`src/cbbc_pkg.sv`:
```
package cbbc_pkg;
	// ****************************************
	// Configuration map
	// ****************************************
	localparam logic [7:0] OFF_BRIDGE_CTRL = 8'h3E;
	localparam logic [7:0] OFF_SUBSYS_VID = 8'h40;
	localparam logic [7:0] OFF_SYS_CTRL = 8'h80;
	localparam int NUM_SOCK = 2;
	localparam logic FUNC_SHARED = 1'h0;

	// ****************************************
	// Bridge control word
	// ****************************************
	localparam logic [15:0] BC_RESET = 16'h0340;
	// Bits kept per socket; 15..11 and 4 never stored
	localparam logic [15:0] BC_SOCK_MASK = 16'h07CF;
	localparam logic [15:0] BC_CARD_RESET_OUT_MASK = 16'h0040;
	localparam int BC_POST = 10;
	localparam int BC_PREF1 = 9;
	localparam int BC_PREF0 = 8;
	localparam int BC_IRQ_LEGACY = 7;
	localparam int BC_CARD_RESET_OUT = 6;
	localparam int BC_MABT = 5;
	localparam int BC_VGA = 3;
	localparam int BC_ISA = 2;
	localparam int BC_SERR = 1;
	localparam int BC_PERR = 0;
	localparam logic BC_MABT_RESET = 1'h0;

	// ****************************************
	// Subsystem vendor identification and lock
	// ****************************************
	localparam logic [15:0] SUBSYS_VID_RESET = 16'h0000;
	localparam int SYS_LOCK_BIT = 5;
	localparam logic SYS_LOCK_RESET = 1'h1;

	// ****************************************
	// ISA range filter: upper 768 bytes of each 1K block
	// ****************************************
	localparam logic [1:0] ISA_LOW_QUARTER = 2'h0;
endpackage

```
`src/cbbc_regs.sv`:
```
`timescale 1ns/1ps
`default_nettype none
module cbbc_regs (
	// Clock and resets
	input wire logic I_CLK_SYS,
	input wire logic I_RSTN,
	input wire logic I_PCI_BUS_RESET_N,
	input wire logic I_POWER_MGMT_EVENT_ENABLE,
	// Configuration access
	input wire logic I_CFG_WR,
	input wire logic I_CFG_RD,
	input wire logic I_CFG_FUNC,
	input wire logic [7:0] I_CFG_OFFSET,
	input wire logic [1:0] I_CFG_BE,
	input wire logic [15:0] I_CFG_WDATA,
	output logic [15:0] O_CFG_RDATA,
	output logic O_CFG_RVALID,
	// Serial memory load
	input wire logic I_EEPROM_VID_VALID,
	input wire logic [15:0] I_EEPROM_VID,
	// Card side events
	input wire logic [1:0] I_CARD_SYSTEM_ERROR,
	input wire logic [1:0] I_CARD_PARITY_DETECT,
	input wire logic [1:0] I_CARD_MASTER_ABORT,
	input wire logic I_SERR_ENABLE,
	input wire logic [15:0] I_IO_ADDR,
	// Controls and responses
	output logic [1:0] O_WRITE_POST_ENABLE,
	output logic [1:0] O_MEM_WINDOW1_PREFETCHABLE,
	output logic [1:0] O_MEM_WINDOW0_PREFETCHABLE,
	output logic [1:0] O_IRQ_ROUTE_LEGACY,
	output logic [1:0] O_CARD_RESET_OUT,
	output logic O_MASTER_ABORT_REPORT_MODE,
	output logic [1:0] O_VGA_FORWARD_ENABLE,
	output logic [1:0] O_IO_FORWARD_OK,
	output logic [1:0] O_CARD_PARITY_ERROR,
	output logic O_SERR_REQ,
	output logic O_TARGET_ABORT_REQ
);
	// ****************************************
	// Helpers
	// ****************************************
	function automatic logic [15:0] merge(input logic [15:0] old_v, input logic [15:0] new_v,
		input logic [1:0] be, input logic [15:0] mask);
		logic [15:0] lanes;
		lanes = {{8{be[1]}}, {8{be[0]}}} & mask;
		merge = (old_v & ~lanes) | (new_v & lanes);
	endfunction

	function automatic logic isa_pass(input logic [15:0] addr, input logic en);
		isa_pass = !en || (addr[9:8] == cbbc_pkg::ISA_LOW_QUARTER);
	endfunction

	// ****************************************
	// PCI reset pin synchroniser
	// ****************************************
	logic [2:0] pci_bus_reset_sync_r;
	logic pci_bus_reset_r, pci_bus_reset_nxt;
	always_comb begin
		pci_bus_reset_nxt = pci_bus_reset_r;
		if (pci_bus_reset_sync_r[1] == pci_bus_reset_sync_r[2]) begin
			pci_bus_reset_nxt = !pci_bus_reset_sync_r[2];
		end
	end
	always_ff @(posedge I_CLK_SYS or negedge I_RSTN) begin
		if (!I_RSTN) begin
			pci_bus_reset_sync_r <= 3'h7;
			pci_bus_reset_r <= 1'h0;
		end else begin
			pci_bus_reset_sync_r <= {pci_bus_reset_sync_r[1:0], I_PCI_BUS_RESET_N};
			pci_bus_reset_r <= pci_bus_reset_nxt;
		end
	end

	// ****************************************
	// Register state
	// ****************************************
	logic [15:0] bc_r [cbbc_pkg::NUM_SOCK];
	logic [15:0] bc_nxt [cbbc_pkg::NUM_SOCK];
	logic [15:0] vid_r [cbbc_pkg::NUM_SOCK];
	logic [15:0] vid_nxt [cbbc_pkg::NUM_SOCK];
	logic mabt_r, mabt_nxt;
	logic lock_r, lock_nxt;
	logic wr_bc, wr_vid, wr_sys;

	assign wr_bc = I_CFG_WR && (I_CFG_OFFSET == cbbc_pkg::OFF_BRIDGE_CTRL);
	assign wr_vid = I_CFG_WR && (I_CFG_OFFSET == cbbc_pkg::OFF_SUBSYS_VID);
	assign wr_sys = I_CFG_WR && (I_CFG_OFFSET == cbbc_pkg::OFF_SYS_CTRL);

	always_comb begin
		mabt_nxt = mabt_r;
		lock_nxt = lock_r;
		// Shared bit takes writes from function 0 only
		if (wr_bc && I_CFG_FUNC == cbbc_pkg::FUNC_SHARED && I_CFG_BE[0]) begin
			mabt_nxt = I_CFG_WDATA[cbbc_pkg::BC_MABT];
		end
		if (pci_bus_reset_r) begin
			mabt_nxt = cbbc_pkg::BC_MABT_RESET;
		end
		if (wr_sys && I_CFG_BE[0]) begin
			lock_nxt = I_CFG_WDATA[cbbc_pkg::SYS_LOCK_BIT];
		end
		for (int s = 0; s < cbbc_pkg::NUM_SOCK; s++) begin
			bc_nxt[s] = bc_r[s];
			vid_nxt[s] = vid_r[s];
			if (wr_bc && I_CFG_FUNC == s[0]) begin
				bc_nxt[s] = merge(bc_r[s], I_CFG_WDATA, I_CFG_BE, cbbc_pkg::BC_SOCK_MASK);
			end
			if (pci_bus_reset_r) begin
				// Card reset bit survives PCI reset while POWER_MGMT_EVENT is armed
				bc_nxt[s] = (cbbc_pkg::BC_RESET & ~cbbc_pkg::BC_CARD_RESET_OUT_MASK) |
					((I_POWER_MGMT_EVENT_ENABLE ? bc_r[s] : cbbc_pkg::BC_RESET) &
					cbbc_pkg::BC_CARD_RESET_OUT_MASK);
			end
			if (wr_vid && I_CFG_FUNC == s[0] && !lock_r) begin
				vid_nxt[s] = merge(vid_r[s], I_CFG_WDATA, I_CFG_BE, 16'hFFFF);
			end
			// Serial memory load is not gated by the lock
			if (I_EEPROM_VID_VALID) begin
				vid_nxt[s] = I_EEPROM_VID;
			end
		end
	end

	always_ff @(posedge I_CLK_SYS or negedge I_RSTN) begin
		if (!I_RSTN) begin
			for (int s = 0; s < cbbc_pkg::NUM_SOCK; s++) begin
				bc_r[s] <= cbbc_pkg::BC_RESET;
				vid_r[s] <= cbbc_pkg::SUBSYS_VID_RESET;
			end
			mabt_r <= cbbc_pkg::BC_MABT_RESET;
			lock_r <= cbbc_pkg::SYS_LOCK_RESET;
		end else begin
			bc_r <= bc_nxt;
			vid_r <= vid_nxt;
			mabt_r <= mabt_nxt;
			lock_r <= lock_nxt;
		end
	end

	// ****************************************
	// Read path and outputs
	// ****************************************
	logic [15:0] rdata_nxt;
	logic [1:0] card_reset_out_nxt, perr_nxt, fwd_nxt;
	logic serr_nxt, tabt_nxt;
	always_comb begin
		rdata_nxt = 16'h0000;
		unique case (I_CFG_OFFSET)
			cbbc_pkg::OFF_BRIDGE_CTRL: begin
				// Unstored bits 15..11 and 4 fall out as zero
				rdata_nxt = (bc_r[I_CFG_FUNC] & cbbc_pkg::BC_SOCK_MASK) |
					(16'(mabt_r) << cbbc_pkg::BC_MABT);
			end
			cbbc_pkg::OFF_SUBSYS_VID: begin
				rdata_nxt = vid_r[I_CFG_FUNC];
			end
			cbbc_pkg::OFF_SYS_CTRL: begin
				rdata_nxt = 16'(lock_r) << cbbc_pkg::SYS_LOCK_BIT;
			end
			default: begin
				rdata_nxt = 16'h0000;
			end
		endcase
		tabt_nxt = mabt_r && (|I_CARD_MASTER_ABORT);
		serr_nxt = (tabt_nxt && I_SERR_ENABLE);
		for (int s = 0; s < cbbc_pkg::NUM_SOCK; s++) begin
			card_reset_out_nxt[s] = bc_r[s][cbbc_pkg::BC_CARD_RESET_OUT] || pci_bus_reset_r;
			perr_nxt[s] = I_CARD_PARITY_DETECT[s] && bc_r[s][cbbc_pkg::BC_PERR];
			fwd_nxt[s] = isa_pass(I_IO_ADDR, bc_r[s][cbbc_pkg::BC_ISA]);
			serr_nxt = serr_nxt || (I_CARD_SYSTEM_ERROR[s] && bc_r[s][cbbc_pkg::BC_SERR]);
		end
	end

	always_ff @(posedge I_CLK_SYS or negedge I_RSTN) begin
		if (!I_RSTN) begin
			O_CFG_RDATA <= 16'h0000;
			O_CFG_RVALID <= 1'h0;
			O_CARD_RESET_OUT <= 2'h3;
			O_CARD_PARITY_ERROR <= 2'h0;
			O_IO_FORWARD_OK <= 2'h3;
			O_SERR_REQ <= 1'h0;
			O_TARGET_ABORT_REQ <= 1'h0;
		end else begin
			O_CFG_RDATA <= I_CFG_RD ? rdata_nxt : O_CFG_RDATA;
			O_CFG_RVALID <= I_CFG_RD;
			O_CARD_RESET_OUT <= card_reset_out_nxt;
			O_CARD_PARITY_ERROR <= perr_nxt;
			O_IO_FORWARD_OK <= fwd_nxt;
			O_SERR_REQ <= serr_nxt;
			O_TARGET_ABORT_REQ <= tabt_nxt;
		end
	end

	// Plain control bits are the stored flops themselves
	always_comb begin
		for (int s = 0; s < cbbc_pkg::NUM_SOCK; s++) begin
			O_WRITE_POST_ENABLE[s] = bc_r[s][cbbc_pkg::BC_POST];
			O_MEM_WINDOW1_PREFETCHABLE[s] = bc_r[s][cbbc_pkg::BC_PREF1];
			O_MEM_WINDOW0_PREFETCHABLE[s] = bc_r[s][cbbc_pkg::BC_PREF0];
			O_IRQ_ROUTE_LEGACY[s] = bc_r[s][cbbc_pkg::BC_IRQ_LEGACY];
			O_VGA_FORWARD_ENABLE[s] = bc_r[s][cbbc_pkg::BC_VGA];
		end
		O_MASTER_ABORT_REPORT_MODE = mabt_r;
	end

	logic rd_bc_r;
	always_ff @(posedge I_CLK_SYS or negedge I_RSTN) begin
		if (!I_RSTN) begin
			rd_bc_r <= 1'h0;
		end else begin
			rd_bc_r <= I_CFG_RD && (I_CFG_OFFSET == cbbc_pkg::OFF_BRIDGE_CTRL);
		end
	end
endmodule
`default_nettype wire

```
`config.mk`:
```
export PLATFORM = sky130hd
export DESIGN_NAME = cbbc_regs
export DESIGN_NICKNAME = d
export VERILOG_FILES = /design/src/cbbc_pkg.sv /design/src/cbbc_regs.sv
export SDC_FILE = /design/constraint.sdc
export NUM_CORES = 1
export LEC_CHECK = 0
export BUFFER_PORTS_ARGS = -buffer_cell sky130_fd_sc_hd__buf_2
export CORE_ASPECT_RATIO = 1.4
export CORE_MARGIN = 2
export CORE_UTILIZATION = 47
export CTS_CLUSTER_DIAMETER = 100
export DETAILED_ROUTE_END_ITERATION = 16
export GPL_TIMING_DRIVEN = 0
export PLACE_DENSITY = 0.75
export SLEW_MARGIN = 20
export SYNTH_ARGS = -nofsm -noshare
export SYNTH_HDL_FRONTEND = slang
export SYNTH_SLANG_ARGS = --single-unit
```
`constraint.sdc`:
```
create_clock -name I_CLK_SYS -period 1.59 [get_ports I_CLK_SYS]
set_input_delay 0.0795 -clock I_CLK_SYS [delete_from_list [all_inputs] [get_ports I_CLK_SYS]]
set_output_delay 0.0795 -clock I_CLK_SYS [all_outputs]
set_load 0.01 [all_outputs]
```
==> out/results.ini <==
[detailed_routing]
final_antenna_violating_net_count=0
routed_wire_length_per_instance_um=16.85
viasPerCell=5.387
drc_errors=0
detail_route.iter0.violations=141
totalWireLength_um=9805
drt-pass1-iter-count=4
vias=3135

[clock_tree]
clock_tree_from_tritoncts=yes
clk_pin_slew_worst_paths_ps=60
clkSinkCount=81
htree_levels=3
cts-root-buf=sky130_fd_sc_hd__clkbuf_16
clk-insertion-delay-late_ps=340
cts-buffers-inserted=9
clk_path_buf_depth=2

[global_routing]
global_route.overflow_total=0
vias_in_the_first_global_route=3351
grt_start_max_net_pins=42
grt_usage_pct=23.82
grt_first_pass_wirelength_um=16160
grt_antenna_before_repair=0

[timing]
final.setup.tns_ps=0
timing_worst_slew_pin_value_ps=583.7
rsz_0062_raised_after_global_routing=false
drv_slew=0
max-slew-margin-rel_pct=61.09
layout_worst_path_cycle_share_pct=98.15
finClkSkew_ps=4.104
hold_viol_final=2
fmax_mhz=640.8
final_critical_path_setup_slack_ps=29.35
fin_worst_hold_slack_ps=-18.14
finalSetupViolations=0
period_needed_ps=1561

[logic_synthesis]
synthesized_cell_area_um2=3879
ys_dominant_reg_cell=sky130_fd_sc_hd__dfrtp_1
yosys_warnings=0
postSynth.asyncResetShare_pct=100.0
syn_nets=420
yosys_register_bits=81
postSynthAreaPerCell_um2=11.18
yosysUniqueCellTypes=37
synth.yosys.seq_area_share_pct=52.71
postSynthCellCount=347
synth_enable_flop_cells=0

[run]
number_of_max_capacitance_violations_reported=0

[min_path]
worstHoldPathType=in -> reg
hold_path.startpoint=I_CARD_SYSTEM_ERROR[1]
min_path_cells=3
worstHoldEndpoint=O_SERR_REQ

[pwr]
pwr-share-comb_pct=9.9
power.share.switching_pct=24.17
vdd_ir_drop_max_uv=663.2
design_power_total_mw=4.654
seq_power_share_pct=47.2
p_per_area_nw_per_um2=914.5
pwr-share-clk_pct=42.9
power.switching_mw=1.125
cell_internal_pwr_mw=3.529
total_leakage_power_nw=2.247

[critical_path]
critPathArrivalTime_ps=1820
rr_startpoint=lock_r
reg2reg_depth=4
critical_path_class=in -> reg
worstSetupEndpointType=flop
cp_common_cell=sky130_fd_sc_hd__buf_6
data_required_time_of_the_critical_path_ps=1850
setup.reg_to_reg.worst_slack_ps=230
max_stage_delay_ps=540
crit_fanout=10
critical_path.slowest_cell=sky130_fd_sc_hd__or4b_4
worst_setup_path_start_kind=input port
critical_path.cell_chain=buf_2 > or4b_4 > buf_6 > or2_2 > clkbuf_8 > buf_6 > o22a_1 > o22ai_1

[placed_design]
globalplace.congestion=0.8558
port_buffers=94
detailedPlacementHpwl_um=7136
dpl_worst_slack_ps=-557.9

[die]
io-pin-count=109
core-area_um2=8100
die_width_um=80.78
starting_density_of_the_core_pct=47.88
placement_rows=39
dieHeight_um=111.5
floorplan.die_area_um2=9006

[final_layout]
syn_to_final_growth_pct=31.19
mostFrequentLayoutCells=sky130_fd_sc_hd__buf_2, sky130_fd_sc_hd__dfrtp_1, sky130_fd_sc_hd__mux2i_1
num-nets-final=548
layout.cells.most_common=sky130_fd_sc_hd__buf_2
antenna_cells=0
layout-drive-gt1-share_pct=36.04

[outcome]
status=finished with violations
failed_checks=negative hold slack

==> worst max-delay path, delay by kind of cell <==
family                 cells  cell delay, ps
AND/OR/NAND/NOR            2             810
buffers and inverters      4             580
AO/OA/AOI/OAI              2             330
==> metal layers <==
layer  track usage [%]  up-vias  part of all wire [%]
met5                 0        -                     0
met4             14.80        0                   4.0
met3             4.052       29                   4.1
met2             40.44       90                    52
met1             27.32     1534                    40
li1                  -     1482                     -
==> stage by stage <==
stage               cell area, um2  std cells  util (%)
finish                        5089        582     62.82
detailed placement            4533        544     55.96
CTS                           5091        583     62.85
floorplan                     3913        347         -
global route                  5089        582     62.82
global placement              4511        543     55.68
==> synth_stat cells (2+ instances only) <==
master / instances / share of area [%]
sky130_fd_sc_hd__nor4_4: 4 / 2.2
sky130_fd_sc_hd__buf_4: 11 / 2.1
sky130_fd_sc_hd__nand3_1: 2 / 0.26
sky130_fd_sc_hd__nor2_1: 35 / 3.4
sky130_fd_sc_hd__o22a_1: 9 / 2.0
sky130_fd_sc_hd__dfstp_2: 14 / 9.5
sky130_fd_sc_hd__nor3_1: 7 / 0.90
sky130_fd_sc_hd__o22ai_1: 16 / 2.6
sky130_fd_sc_hd__nand3b_1: 2 / 0.39
sky130_fd_sc_hd__nor4_1: 2 / 0.32
sky130_fd_sc_hd__dfrtp_1: 67 / 43
sky130_fd_sc_hd__o221a_2: 2 / 0.58
sky130_fd_sc_hd__and2_1: 2 / 0.32
sky130_fd_sc_hd__nor3_2: 2 / 0.52
sky130_fd_sc_hd__mux2_2: 7 / 2.0
sky130_fd_sc_hd__or2_2: 4 / 0.65
sky130_fd_sc_hd__inv_1: 18 / 1.7
sky130_fd_sc_hd__o21ai_0: 3 / 0.39
sky130_fd_sc_hd__o21bai_1: 4 / 0.77
sky130_fd_sc_hd__a21oi_1: 32 / 4.1
sky130_fd_sc_hd__mux2i_1: 64 / 17
sky130_fd_sc_hd__nand2_1: 11 / 1.1
sky130_fd_sc_hd__clkbuf_1: 15 / 1.5
==> cell type report <==
cell class	instances	area (um2)
timing repair buffer	120	758.2
fill	689	3012
sequential	81	2044
buffer	26	163.9
multi-input combinational	219	1634
clock inverter	4	26.28
clock buffer	12	266.5
inverter	18	67.56
tap	102	127.6
==> power by group through the flow <==
stage | logic [mW] | clock network, mW | registers (mW)
final | 0.459 | 2.00 | 2.20
after global routing | 0.508 | 2.09 | 2.20
after detailed placement | 0.436 | 0 | 2.23
after CTS | 0.463 | 2.01 | 2.20
after global placement | 0.415 | 0 | 2.22
after floorplan | 0.225 | 0 | 2.22
==> worst max path at each step <==
stage	startpoint	endpoint	slack, ps
after floorplan	I_CFG_OFFSET[5]	flop	-150
after global placement	I_CFG_OFFSET[5]	flop	-490
after detailed placement	I_CFG_OFFSET[5]	flop	-560
after CTS	I_CFG_FUNC	bc_r[16]	30
after global routing	I_CFG_OFFSET[0]	O_MEM_WINDOW1_PREFETCHABLE[0]	3
final	I_CFG_OFFSET[5]	O_CFG_RDATA[7]	30
==> repair_timing <==
item	in CTS	in global routing
cloned	0	0
resized for setup	3	4
endpoints found under the setup margin	46	27
setup buffers	7	2
hold endpoints to repair	53	0
pin swaps	4	1
hold buffers	17	0
==> cells by family after synthesis <==
logic type	synth area share [%]
XOR/XNOR	0.2258
flip-flops	52.71
AO/OA/AOI/OAI	11.29
AND/OR/NAND/NOR	11.39
buffers and inverters	5.838
multiplexers	18.55
No activity file was read; power rests on OpenSTA's default activity.
